[src/core/stc_cfg.svh]
/*
 * constants of the supervisor translation control register: field positions,
 * scheme encodings, reset value. assumes inclusion by both design files.
 */
`ifndef STC_CFG_SVH
`define STC_CFG_SVH

`define STC_W32_MODE_POS     31
`define STC_W32_TAG_LSB      22
`define STC_W32_TAG_BITS     9
`define STC_W32_ROOT_BITS    22
`define STC_W64_MODE_LSB     60
`define STC_W64_MODE_BITS    4
`define STC_W64_TAG_LSB      44
`define STC_W64_TAG_BITS     16
`define STC_W64_ROOT_BITS    44
`define STC_PAGE_SHIFT       12
`define STC_MODE_NONE        4'h0
`define STC_MODE_PV32        4'h1
`define STC_MODE_PV39        4'h8
`define STC_MODE_PV48        4'h9
`define STC_MODE_PV57        4'hA
`define STC_MODE_PV64        4'hB
`define STC_W32_CUSTOM_HI    2'h3
`define STC_RESET_VALUE      64'h0

`endif

[src/core/stc_pkg.sv]
/*
 * types of the supervisor translation control register.
 * assumes stc_cfg.svh is available on the include path.
 */
package stc_pkg;
    typedef enum logic [2:0] {
        STC_PRIV_USER  = 3'h1,
        STC_PRIV_SUPER = 3'h2,
        STC_PRIV_MACH  = 3'h4
    } stc_priv_t;
endpackage

[src/core/stc_mode_check.sv]
/*
 * scheme support decoder: says whether a selector value is one the hart
 * implements, for the current supervisor word width.
 * assumes purely combinational use by the register block.
 */
`timescale 1ns/1ps
`include "stc_cfg.svh"
module stc_mode_check
    import stc_pkg::*;
#(
    parameter bit HAS_PV32 = 1'b1,
    parameter bit HAS_PV39 = 1'b1,
    parameter bit HAS_PV48 = 1'b1,
    parameter bit HAS_PV57 = 1'b0
) (
    input  wire logic       wide_mode,
    input  wire logic [3:0] mode_in,
    output logic            supported,
    output logic            paged
);
    always_comb begin
        supported = 1'b0;
        paged     = 1'b0;
        if (!wide_mode) begin
            supported = (mode_in == `STC_MODE_NONE) ||
                        (mode_in == `STC_MODE_PV32 && HAS_PV32);
            paged     = (mode_in == `STC_MODE_PV32) && HAS_PV32;
        end else begin
            case (mode_in)
                `STC_MODE_NONE: supported = 1'b1;
                `STC_MODE_PV39: supported = HAS_PV39;
                `STC_MODE_PV48: supported = HAS_PV48;
                `STC_MODE_PV57: supported = HAS_PV57;
                // future 64-bit scheme, reserved and custom codes unsupported
                default:        supported = 1'b0;
            endcase
            paged = supported && (mode_in != `STC_MODE_NONE);
        end
    end
endmodule

[src/core/stc_reg.sv]
/*
 * supervisor translation control register: holds scheme selector,
 * address-space tag and root page number, legalises writes, and presents
 * the active view to the translation walker and translation caches.
 * assumes a single-cycle control-register write port from the hart core,
 * the hart's clock and synchronous reset, and a decoded privilege mode.
 */
`timescale 1ns/1ps
`include "stc_cfg.svh"
module stc_reg
    import stc_pkg::*;
#(
    parameter int TAG_WIDTH_32  = 9,
    parameter int TAG_WIDTH_64  = 16,
    parameter int ROOT_WIDTH_64 = 44,
    parameter bit HAS_PV32      = 1'b1,
    parameter bit HAS_PV39      = 1'b1,
    parameter bit HAS_PV48      = 1'b1,
    parameter bit HAS_PV57      = 1'b0
) (
    input  wire logic        sys_clk,
    input  wire logic        rst,
    input  wire logic        wide_mode,
    input  wire logic        csr_write,
    input  wire logic [63:0] csr_wdata,
    output logic      [63:0] csr_rdata,
    input  wire stc_priv_t   priv_mode,
    output logic             reg_active,
    output logic             xlate_enable,
    output logic      [3:0]  scheme_select,
    output logic      [15:0] address_space_tag,
    output logic      [43:0] root_page_number,
    output logic      [55:0] root_table_addr,
    output logic             custom_encoding
);
    localparam int TAG32 = (TAG_WIDTH_32 > `STC_W32_TAG_BITS) ? `STC_W32_TAG_BITS
                                                               : TAG_WIDTH_32;
    localparam int TAG64 = (TAG_WIDTH_64 > `STC_W64_TAG_BITS) ? `STC_W64_TAG_BITS
                                                               : TAG_WIDTH_64;
    localparam int ROOT64 = (ROOT_WIDTH_64 > `STC_W64_ROOT_BITS) ? `STC_W64_ROOT_BITS
                                                                  : ROOT_WIDTH_64;

    typedef struct packed {
        logic [3:0]  mode;
        logic [15:0] tag;
        logic [43:0] root;
    } stc_state_t;

    stc_state_t state_reg;
    stc_state_t state_next;

    logic [3:0]  wr_mode;
    logic [15:0] wr_tag;
    logic [43:0] wr_root;
    logic [15:0] tag_mask;
    logic [43:0] root_mask;
    logic        wr_supported;
    logic        cur_paged;

    // decode incoming word per width
    always_comb begin
        if (wide_mode) begin
            wr_mode = csr_wdata[63:60];
            wr_tag  = csr_wdata[59:44];
            wr_root = csr_wdata[43:0];
            tag_mask  = 16'((32'h1 << TAG64) - 32'h1);
            root_mask = 44'((64'h1 << ROOT64) - 64'h1);
        end else begin
            wr_mode = {3'h0, csr_wdata[`STC_W32_MODE_POS]};
            wr_tag  = {7'h00, csr_wdata[30:22]};
            wr_root = {22'h0, csr_wdata[21:0]};
            tag_mask  = 16'((32'h1 << TAG32) - 32'h1);
            root_mask = 44'h00000_3FFFFF;
        end
    end

    stc_mode_check #(
        .HAS_PV32 (HAS_PV32),
        .HAS_PV39 (HAS_PV39),
        .HAS_PV48 (HAS_PV48),
        .HAS_PV57 (HAS_PV57)
    ) u_wr_check (
        .wide_mode (wide_mode),
        .mode_in   (wr_mode),
        .supported (wr_supported),
        .paged     ()
    );

    stc_mode_check #(
        .HAS_PV32 (HAS_PV32),
        .HAS_PV39 (HAS_PV39),
        .HAS_PV48 (HAS_PV48),
        .HAS_PV57 (HAS_PV57)
    ) u_cur_check (
        .wide_mode (wide_mode),
        .mode_in   (state_reg.mode),
        .supported (),
        .paged     (cur_paged)
    );

    // one write commits selector, tag and root together; the write has
    // no side effect on translation caches or page-table ordering
    always_comb begin
        state_next = state_reg;
        if (rst) begin
            state_next = stc_state_t'(`STC_RESET_VALUE);
        end else if (csr_write && wr_supported) begin
            state_next.mode = wr_mode;
            state_next.tag  = wr_tag & tag_mask;
            state_next.root = wr_root & root_mask;
            // nonzero fields kept as written under no translation; not used for walks, but narrow tag[8:7] drive custom_encoding
            if (wr_mode == `STC_MODE_NONE) begin
                state_next.tag  = wr_tag & tag_mask;
            end
        end
    end

    always_ff @(posedge sys_clk) begin
        state_reg <= state_next;
    end

    // read view per width
    always_comb begin
        if (wide_mode) begin
            csr_rdata = {state_reg.mode, state_reg.tag, state_reg.root};
        end else begin
            csr_rdata = {32'h00000000, state_reg.mode[0], state_reg.tag[8:0],
                         state_reg.root[21:0]};
        end
    end

    assign reg_active = (priv_mode == STC_PRIV_SUPER) ||
                        (priv_mode == STC_PRIV_USER);
    // walker samples this at walk start only; a walk already running
    // is allowed to finish after the register goes inactive
    assign xlate_enable = reg_active && cur_paged;
    assign scheme_select     = state_reg.mode;
    assign address_space_tag = state_reg.tag;
    assign root_page_number  = state_reg.root;
    assign root_table_addr   = {state_reg.root, 12'h000};
    assign custom_encoding   = (state_reg.mode == `STC_MODE_NONE) && !wide_mode &&
                               (state_reg.tag[8:7] == `STC_W32_CUSTOM_HI);
endmodule

[config.mk]
export PLATFORM = sky130hd
export DESIGN_NAME = stc_reg
export DESIGN_NICKNAME = d
export VERILOG_FILES = /design/src/core/stc_pkg.sv /design/src/core/stc_mode_check.sv /design/src/core/stc_reg.sv
export VERILOG_INCLUDE_DIRS = /design/src /design/src/core
export SDC_FILE = /design/constraint.sdc
export NUM_CORES = 1
export LEC_CHECK = 0
export BUFFER_PORTS_ARGS = -buffer_cell sky130_fd_sc_hd__buf_2
export CAP_MARGIN = 10
export CORE_ASPECT_RATIO = 0.6
export CORE_MARGIN = 8
export CORE_UTILIZATION = 40
export CTS_BUF_LIST = sky130_fd_sc_hd__clkbuf_4 sky130_fd_sc_hd__clkbuf_8 sky130_fd_sc_hd__clkbuf_16
export CTS_CLUSTER_SIZE = 20
export DETAILED_ROUTE_END_ITERATION = 10
export PLACE_DENSITY = 0.83
export REMOVE_ABC_BUFFERS = 1
export SLEW_MARGIN = 25
export SYNTH_ARGS = -nofsm -noshare
export SYNTH_HDL_FRONTEND = slang
export SYNTH_SLANG_ARGS = --single-unit
[constraint.sdc]
create_clock -name sys_clk -period 3.1 [get_ports sys_clk]
set_clock_uncertainty 0.15 [all_clocks]
set_input_delay 0 -clock sys_clk [delete_from_list [all_inputs] [get_ports sys_clk]]
set_output_delay 0 -clock sys_clk [all_outputs]
set_load 0.005 [all_outputs]
==> Yosys cells after proc, flatten, opt, wreduce, memory -nomap -nowiden <==
Index checks and enable logic that the tools add are counted.
{ "classes": {"reduce_logical": 13, "muxes": 11, "eq_ne": 9, "bitwise": 2} }
{ "op_table": {"columns": ["cell", "n"], "rows": [
  ["$mux 44", 2],
  ["$mux 64", 1],
  ["$and 44x44->44", 1],
  ["$mux 16", 2],
  ["$and 16x16->16", 1],
  ["$eq 4x4->1 const B", 4],
  ["$eq 4x1->1 const B", 2],
  ["$logic_not 4->1", 2],
  ["$reduce_or 3->1", 2],
  ["$logic_and 1x1->1", 5],
  ["$mux 1", 5],
  ["$mux 4", 1],
  ["$reduce_bool 4->1", 1],
  ["$eq 3x1->1 const B", 1],
  ["$eq 3x2->1 const B", 1],
  ["$eq 2x2->1 const B", 1],
  ["$logic_or 1x1->1", 2],
  ["$logic_not 1->1", 1]
]} }
{ "word_totals": {"register_bits": 64, "out_inout_bits": 187} }

==> Logic depth before layout (Yosys ltp) <==
Gate-level depths: netlist of the first run.
{ "depth": {"ltp_word": 7, "ltp_mapped": 7} }

==> By module <==
Synthesis of the first run repeated with hierarchy kept, for this count alone.
{ "unflattened": {"hier_cells": 444, "hier_area_um2": 3953.8} }
{ "modules_own_cells": {"columns": ["module", "seq_area_each_um2", "area_each_um2", "cells_each", "n_inst"], "rows": [
  ["stc_reg", 1281.2, 3846.2, 432, 1],
  ["stc_mode_check", 0.0, 53.8, 6, 2]
]} }

==> Least setup slack after synthesis of the first run <==
No wires, ideal clock.
{ "synth_timing": {"path_kind": "input port to flip-flop", "start": "in csr_wdata[61]", "end": "reg state_reg (netlist bit root_page_number[0])", "setup_ps": 95, "t_arrival_ps": 1047, "setup_slack_ps": 1808, "cell_stages": 5, "cell_sequence": "or2_1 buf_6 buf_6 or4_1 o311ai_1"} }
{ "synth_via": {"elab_chain_len": 6, "elab_cells_between_ends": 10, "classes_between": "eq/ne (3); mux (3); reduce/logical (4)"} }
{ "synth_lines": {"columns": ["item", "line_no", "text"], "rows": [
  ["from (decl)", "stc_reg.sv:25", "input wire logic [63:0] csr_wdata,"],
  ["$mux 4 (*)", "stc_reg.sv:62", "if (wide_mode) begin"],
  ["$eq 4x4->1 or $logic_not 4->1 (tied branches)", "stc_mode_check.sv:29", "case (mode_in)"],
  ["$reduce_or 3->1 (no source line)", null, null],
  ["$mux 1", "stc_mode_check.sv:29", null],
  ["$mux 1 (*)", "stc_mode_check.sv:24", "if (!wide_mode) begin"],
  ["$logic_and 1x1->1 (*)", "stc_reg.sv:107", "end else if (csr_write && wr_supported) begin"],
  ["to (signal assigned)", "stc_reg.sv:119", "state_reg <= state_next;"],
  ["to (decl)", "stc_reg.sv:49", "stc_state_t state_reg;"]
]} }
Mark *: on every way between the ends. The rest lies on a longest branch, timed or not.
A chain may end at the register's enable or synchronous reset.

==> Worst setup path after layout of the first run <==
{ "layout_timing": {"start": "in csr_write", "end": "reg state_reg (netlist bit scheme_select[0])"} }
{ "layout_via": {"elab_chain_len": 1} }
{ "layout_lines": {"columns": ["item", "line_no", "text"], "rows": [
  ["from (decl)", "stc_reg.sv:24", "input wire logic csr_write,"],
  ["$logic_and 1x1->1", "stc_reg.sv:107", null]
]} }
No other way between the ends.

==> flow_summary.toml, run 1 <==
[synthesis]
synth_top_family_by_area = "simple AND/OR/NAND/NOR gates"
synth-seq-cells = 64
synthAdderAreaFrac_pct = 0
yosys_warnings = 0
synth_xor_area_share_pct = 0.187
synth.distinct_cells = 31
ys_seq_area_share_pct = 27.3
synthSimpleGateAreaFrac_pct = 33.2
avgSynthCellArea_um2 = 7.58
synth_compound_area_share_pct = 17.3
synthMuxAreaShare_pct = 0
netlist_instances = 619
netlist_area_um2 = 4690

[power]
power.density_nw_per_um2 = 384
power_switching_uw = 680
p_total_uw = 2470
clockPowerShare_pct = 42.0
p_int_uw = 1790
switching_share_pct = 27.5
irDropWorstVdd_mv = 0.244
p_seq_share_pct = 36.9
cellLeakagePower_uw = 0.00305
comb_power_share_pct = 21.1

[clock_network]
clkLatencyLatePin_ns = 0.32
htree_num_levels = 3
path_clk_slew_ns = 0.05
cts_tree = "yes"
cts_max_path_buffers = 2
cts.sinks = 64
numCtsBuffers = 9
root_buffer = "clkbuf_16"
cts_resized = 0

[route]
ant_nets = 0
first_pass_iters = 5
via_count = 5356
drtIter0Drc = 418
wl_per_cell_um = 17.9
wl_um = 17700
drc = 0
vias_per_cell = 5.43

[placed_design]
io_buffers = 245
gp_congestion = 0.792
dp_hpwl_um = 11500
dpl_cell_area_um2 = 5390
dp.cells = 897

[floorplanning]
start_util_pct = 41.3
placeableCoreArea_um2 = 11400
die_h_um = 99.9
fp-row-count = 30
die-width_um = 156
die_area_um2 = 15600
io_pins = 258

[timing]
fin_crit_sh_pct = 78.5
max_slew.worst_pin.slew_ns = 0.805
setup_viol = 0
fin_tns_setup_ns = 0
max_slew_margin_pct = 46.2
rsz0062_at_grt = "false"
hold_viol = 0
drv_slew = 0
period_needed_ns = 2.43
fmax_mhz = 411

[global_route]
overflow = 0
antenna_found_initial = 0
grt_max_degree = 74
grt_usage_pct = 21.4
grt_pass1_vias = 5102
grt_first_pass_wirelength_um = 27400

[run_status]
status = "finished clean"

[critical_path]
worstSetupPathType = "input port to register"
cp.required_ns = 3.22
critical_path_arrival_ns = 2.55
endpoint_kind = "register"
critPathLaunchType = "input port"
cp_max_fo = 54

[finish]
final_nets = 892
syn2layout_area_growth_pct = 37.0
final_cell_mix = "buf_2, nand2_1, dlygate4sd3_1"
layout_commonest_cell = "buf_2"
finalNonFillerCells = 986
stdcell_area_um2 = 6430
fillers = 1006
n_antenna_cell = 0
drive_above_1_share_pct = 37.0

[flow_run]
maxCapViolations = 0

[worst_hold_path]
hold_class = "input port to register"
final cells by class:
| cell class | count | area (um2) | share of cell area, % |
|---|---|---|---|
| Tap cell | 160 | 200 | 3.11 |
| Clock inverter | 3 | 40.0 | 0.623 |
| Multi-Input combinational cell | 387 | 2430 | 37.8 |
| Sequential cell | 64 | 1280 | 19.9 |
| Timing Repair Buffer | 329 | 2100 | 32.6 |
| Inverter | 30 | 113 | 1.75 |
| Clock buffer | 13 | 268 | 4.16 |
Yosys cell counts:
cell      count  area [um2]
a21oi_1       3        15.0
a31oi_1      32         200
and2_1        3        18.8
and2b_1       1        7.51
and3b_1       2        17.5
buf_1         4        15.0
buf_2        16        80.1
buf_4        78         586
buf_6         6        67.6
clkbuf_1     44         165
clkbuf_2      1        5.00
conb_1        1        3.75
dfxtp_1      64        1280
inv_1        30         113
nand2_1      83         312
nand2b_1      4        25.0
nand3_1      30         150
nand4_1      11        68.8
nor2_1       14        52.6
nor2_2        1        6.26
nor2b_1      12        75.1
nor3b_1      22         165
nor4_1        1        6.26
o21ai_0      11        55.1
o221ai_1     11        96.3
o311ai_0      2        17.5
o311ai_1     49         429
or2_1         1        6.26
or3b_2       30         263
or4_1        51         383
xnor2_1       1        8.76
state kept, by name (all words and copies together), names as in the netlist:
name	flops
root_page_number	44
address_space_tag	16
scheme_select	4
stage by stage:
step	util, %	hold slack [ns]	setup slack (ns)
finish	56.5	0.0545	0.666
detailed placement	47.4	0.0815	1.24
global route	56.5	0.0520	0.569
global placement	47.4	0.0836	1.28
CTS	56.5	0.0416	0.765
floorplan	-	-0.116	0.612
logic make-up after synthesis:
kind of cell / after synthesis
and+or+nand+nor: 266
buffers and inverters: 179
AOI/OAI and AO/OA: 108
DFF: 64
xor gates and xnor gates: 1
other: 1
worst paths after layout:
kind	from	endpoint	slack (ns)	cells after the start
max reg2reg	scheme_select[0]	scheme_select[0]	1.41	4
max	csr_write	scheme_select[0]	0.67	7
min	wide_mode	root_page_number[9]	0.05	3
min reg2reg	scheme_select[1]	scheme_select[1]	0.34	2
repair_timing:
action | 4_1_cts | 5_1_grt
endpoints found under the hold margin | 62 | 0
buffers inserted | 0 | 0
endpoints found under the setup margin | 0 | 0
hold buffers | 73 | 0
worst max-delay path, cell delays in order:
cell and delay [ns]:
buf_4 0.42, buf_12 0.25, and3b_1 0.41, nand4_1 0.15
dlygate4sd3_1 0.62, o221ai_1 0.08, dlygate4sd3_1 0.57
power by group through the flow:
stage | Combinational (uW) | Clock, uW | Sequential, uW
after floorplan | 134 | 0 | 932
after global placement | 438 | 0 | 928
after detailed placement | 442 | 0 | 929
after CTS | 516 | 1060 | 912
after global routing | 570 | 1100 | 919
final | 521 | 1040 | 913
routing by layer:
layer	track usage (%)	up-vias	wire length, um
li1	-	2585	-
met1	25.6	2485	7350
met5	0	-	0
met2	36.7	273	8510
met4	4.75	0	129
met3	6.91	13	1660
No activity file was read; power rests on OpenSTA's default activity.
==> run 2, diff against run 1 <==
Clock period 3.1 ns to 2.5 ns, I/O delays scaled along.
==> run 2 against run 1 <==
  * Critical path depth stayed put
  * Global-route usage shrank 0.17 points
  * Sequential power increased by 24%
  * Design area increased by 0.37%
  * Final cell count rose by 0.61%
  * Sequential share of layout area down 0.073 points
  * Clock power is 19% higher
  * Power up 22%
  * Via count increased by 0.56%
  * Combinational power up 24%
  * Die area did not move
  * Largest cell class unchanged
==> flow_summary.toml, run 2 (synthesis gave the netlist of run 1 again) <==
[global_route]
grt_pass1_vias = 5139
grt_max_degree = 72
antenna_found_initial = 0
grt_usage_pct = 21.2
grt_first_pass_wirelength_um = 27600
overflow = 0

[timing]
fin_crit_sh_pct = 91.3
setup_viol = 0
hold_ws_ns = 0.0183
max_slew_margin_pct = 49.6
rsz0062_at_grt = "false"
period_needed_ns = 2.28
max_slew.worst_pin.slew_ns = 0.754
drv_slew = 0
fin_tns_setup_ns = 0
fmax_mhz = 438
hold_viol = 0

[floorplanning]
die_h_um = 99.9
start_util_pct = 41.3
placeableCoreArea_um2 = 11400
fp-row-count = 30
io_pins = 258
die_area_um2 = 15600
die-width_um = 156

[critical_path]
cp_max_fo = 37
critPathLaunchType = "input port"
endpoint_kind = "register"
cp.required_ns = 2.61
critical_path_arrival_ns = 2.39
regToRegStartpoint = "root_page_number[24]"
worstSetupPathType = "input port to register"
cp-startpoint = "csr_wdata[63]"

[finish]
final_cell_mix = "buf_2, nand2_1, dlygate4sd3_1"
final_nets = 898
post-route-util_pct = 56.8
multiInputGateArea_um2 = 2430
layout_commonest_cell = "buf_2"
seq_area_um2 = 1280
n_antenna_cell = 0
syn2layout_area_growth_pct = 37.5
largest_register_ffs = 44
fillers = 993
drive_above_1_share_pct = 37.3

[route]
wl_um = 17400
wl_per_cell_um = 17.5
drtIter0Drc = 367
ant_nets = 0
first_pass_iters = 5
vias_per_cell = 5.43
via_count = 5386
drc = 0

[clock_network]
htree_num_levels = 3
path_clk_slew_ns = 0.05
post_cts_buffers = 0
cts.sinks = 64
cts_max_path_buffers = 2
cts_tree = "yes"
numCtsBuffers = 9
clkLatencyLatePin_ns = 0.32
root_buffer = "clkbuf_16"

[worst_hold_path]
worstHoldStart = "wide_mode"
hold_class = "input port to register"

[power]
irDropWorstVdd_mv = 0.331
power.density_nw_per_um2 = 468
cellLeakagePower_uw = 0.00308

[flow_run]
maxCapViolations = 0

[placed_design]
dp_hpwl_um = 11500
io_buffers = 245
gp_congestion = 0.803

[run_status]
status = "finished clean"
-- run 2: area by class of cell --
type                    instances  area share, %
well taps                     160           3.10
inverters                      30           1.74
flip-flops and latches         64           19.8
multi-input cells             387           37.7
repair buffers                335           33.1
clock buffers                  12           3.84
clock inverters                 4          0.698
-- run 2: worst paths after layout --
check,endpoint,slack (ns),depth (start not counted)
hold / removal,root_page_number[40],0.02,3
setup reg to reg,root_page_number[24],0.80,3
hold reg to reg,scheme_select[1],0.34,2
setup / recovery,root_page_number[24],0.22,7
-- run 2: worst max-delay path, stage by stage --
cell and delay (ns):
dlygate4sd3_1 0.54, buf_2 0.14, and2b_4 0.49, nor2_4 0.04
buf_4 0.29, o311ai_1 0.28, dlygate4sd3_1 0.59
-- run 2: per-stage QoR --
step,power [uW],instance area (um2),cells,setup WS [ns]
after floorplan,1320,3820,481,0.0115
after global placement,1690,5410,901,0.694
after detailed placement,1700,5410,901,0.650
after CTS,3040,6450,992,0.121
final,3020,6450,992,0.218
after global routing,3150,6450,992,0.162
-- run 2: what timing repair did --
action                                 4_1_cts  5_1_grt
endpoints found under the hold margin       62        0
setup endpoints to repair                    0        3
resized for setup                            0        1
hold buffers                                75        0
-- run 2: routing by layer --
layer	track usage (%)	up-vias	routed length (um)	part of all wire, %
li1	-	2594	-	-
met1	26.6	2472	7310	42
met2	34.4	296	8100	47
met3	6.61	24	1690	9.7
met4	6.16	0	279	1.6
met5	0	-	0	0
-- run 2: where the power goes --
group	switching (uW)	leakage [uW]	internal, uW
logic	341	0.00240	307
registers	59.6	0.000522	1070
clock network	440	0.000151	800
total	841	0.00308	2180
==> run 3, diff against run 2 <==
--- a/config.mk
+++ b/config.mk
@@ -8,2 +8,3 @@
 export LEC_CHECK = 0
+export ABC_AREA = 1
 export BUFFER_PORTS_ARGS = -buffer_cell sky130_fd_sc_hd__buf_2
@@ -16,3 +17,3 @@
 export DETAILED_ROUTE_END_ITERATION = 10
-export PLACE_DENSITY = 0.83
+export PLACE_DENSITY = 0.87
 export REMOVE_ABC_BUFFERS = 1
--- a/constraint.sdc
+++ b/constraint.sdc
@@ -4,2 +4,2 @@
 set_output_delay 0 -clock sys_clk [all_outputs]
-set_load 0.005 [all_outputs]
+set_load 0.05 [all_outputs]
==> run 3 against run 2 <==
  * Critical endpoint is now root_page_number[40]
  * Critical path depth rose by 5
  * Sequential share of layout area increased by 3.5 points
  * Core utilization up 2.4 points
==> flow_summary.toml, run 3 <==
[run_status]
status = "finished clean"

[timing]
rsz0062_at_grt = "false"
hold_ws_ns = 0.0425
fmax_mhz = 511
fin_crit_sh_pct = 78.2
max_slew_margin_pct = 56.4
hold_viol = 0
setup_viol = 0
max_slew.worst_pin.slew_ns = 0.655
drv_slew = 0
period_needed_ns = 1.96
fin_tns_setup_ns = 0

[placed_design]
io_buffers = 245
dp.cells = 876
gp_congestion = 0.826
dp_hpwl_um = 9480

[clock_network]
root_buffer = "clkbuf_16"
clkLatencyLatePin_ns = 0.32
cts.sinks = 64
numCtsBuffers = 9
cts_tree = "yes"
htree_num_levels = 3
cts_max_path_buffers = 2
cts_resized = 0
path_clk_slew_ns = 0.05

[power]
irDropWorstVdd_mv = 0.338
cellLeakagePower_uw = 0.00339
power.density_nw_per_um2 = 669

[worst_hold_path]
hold_class = "input port to register"

[global_route]
antenna_found_initial = 0
grt_max_degree = 67
grt_first_pass_wirelength_um = 21100
overflow = 0
grt_usage_pct = 19.9
grt_pass1_vias = 4121

[finish]
fillers = 832
finalNonFillerCells = 957
layout_commonest_cell = "buf_2"
n_antenna_cell = 0
largest_register_ffs = 44
final_nets = 893
final_cell_mix = "buf_2, nand2_1, nor2_1"
drive_above_1_share_pct = 33.3
syn2layout_area_growth_pct = 42.5
post-route-util_pct = 59.2

[synthesis]
netlist_instances = 595
synth-seq-cells = 64
avgSynthCellArea_um2 = 6.49
async_reset_ff_share_pct = 0
ys_top_cells_by_area = "dfxtp_1, nand2_1, buf_4, nor2_1, inv_1"
ys_seq_area_share_pct = 33.2
netlist_area_um2 = 3860
yosys.area.top_type = "dfxtp_1"
synth_flop_cell = "dfxtp_1"
synth.distinct_cells = 24
yosys_warnings = 0
synth-edff-count = 0
synth_top_area_share_pct = 33.2
yosysMostFrequentCell = "nand2_1"
netlist_top_cells_count = "nand2_1, nor2_1, buf_4, dfxtp_1, inv_1"

[critical_path]
endpoint_kind = "register"
worstSetupPathType = "input port to register"
cp_max_fo = 34
slowest_stage = "dlygate4sd3_1"
cp.required_ns = 2.60
crit_family = "buffers and inverters"
critPathLaunchType = "input port"
crit_top_cell = "nand2_1"
critPathMaxStageDelay_ns = 0.54
critical_path_arrival_ns = 2.05
cp_num_buf_inv = 4
path_cells = "dlygate4sd3_1 -> buf_2 -> inv_1 -> nand2_1 -> nand3_1 -> nand2_1 -> nand2_2 -> buf_4 -> nand2_1 -> nand2_1 -> nand2_1 -> nor2_1"

[floorplanning]
die_area_um2 = 13100
start_util_pct = 41.5
placeableCoreArea_um2 = 9290
io_pins = 258
fp-row-count = 27
die-width_um = 143
die_h_um = 92.1

[route]
wl_per_cell_um = 14.5
ant_nets = 0
wl_um = 13900
via_count = 4302
drc = 0
first_pass_iters = 5
vias_per_cell = 4.50
drtIter0Drc = 196

[flow_run]
maxCapViolations = 0
==> run 3: changes by cell type after synthesis, moves of 12 or more <==
cell	delta
nand3b_1	+22
o311ai_1	-49
inv_1	+18
or4_1	-51
nand2_1	+78
or3b_2	-30
nor2_1	+112
nor2b_1	-12
nor3b_1	-22
a31oi_1	-32
clkbuf_1	-38
==> run 3: timing repair <==
item / in CTS / in global routing
buffers inserted: 0 / 0
endpoints found under the hold margin: 64 / 0
endpoints found under the setup margin: 0 / 0
hold buffers: 65 / 0
==> run 3: area by class of cell <==
| type | instances | area, um2 | area share (%) |
|---|---|---|---|
| Timing Repair Buffer | 318 | 1950 | 35.5 |
| Clock inverter | 4 | 20.0 | 0.364 |
| Inverter | 51 | 191 | 3.48 |
| Multi-Input combinational cell | 378 | 1640 | 29.8 |
| Tap cell | 130 | 163 | 2.96 |
| Clock buffer | 12 | 254 | 4.62 |
| Sequential cell | 64 | 1280 | 23.3 |
==> run 3: worst paths after layout <==
path / from / cells past startpoint / to / slack, ns
max: csr_wdata[31] / 12 / root_page_number[40] / 0.54
min: csr_wdata[60] / 7 / scheme_select[0] / 0.04
max reg2reg: root_page_number[40] / 4 / root_page_number[40] / 1.60
min reg2reg: address_space_tag[11] / 2 / address_space_tag[11] / 0.34
==> run 3: routing by layer <==
metal / global-route usage (%) / vias to the layer above / wire [um]
met5: 0 / - / 0
met4: 5.54 / 0 / 131
met3: 7.50 / 14 / 1430
met2: 35.9 / 212 / 6780
met1: 21.4 / 1915 / 5540
li1: - / 2161 / -
==> run 3: metrics by stage <==
| step | area (um2) | worst slack, ns | total power (uW) |
|---|---|---|---|
| 2_1_floorplan | 3100 | 0.0733 | 2110 |
| 3_3_place_gp | 4570 | 0.613 | 2460 |
| 3_5_place_dp | 4570 | 0.491 | 2470 |
| 4_1_cts | 5500 | 0.583 | 3710 |
| 5_1_grt | 5500 | 0.421 | 3850 |
| 6_report | 5500 | 0.545 | 3680 |
==> run 3: cells by family (layout without fill, tap and decap cells) <==
| family | Yosys count | in the layout | synth area share [%] |
|---|---|---|---|
| other cells | 1 | 12 | 0.0972 |
| flops | 64 | 64 | 33.2 |
| buf+inv | 164 | 385 | 25.6 |
| compound gates | 6 | 6 | 1.01 |
| simple gates | 351 | 351 | 37.8 |
| mux | 9 | 9 | 2.33 |
==> run 3: report_power, final <==
part           internal, uW  total, uW  switching (uW)
Combinational           342       1370            1020
Sequential             1100       1170            75.5
Clock                   712       1140             430
Total                  2150       3680            1530
==> run 3: worst min-delay path: cells and delay by family <==
family / cells / cell delay (ns)
AND/OR/NAND/NOR: 5 / 0.36
buffers and inverters: 2 / 0.12
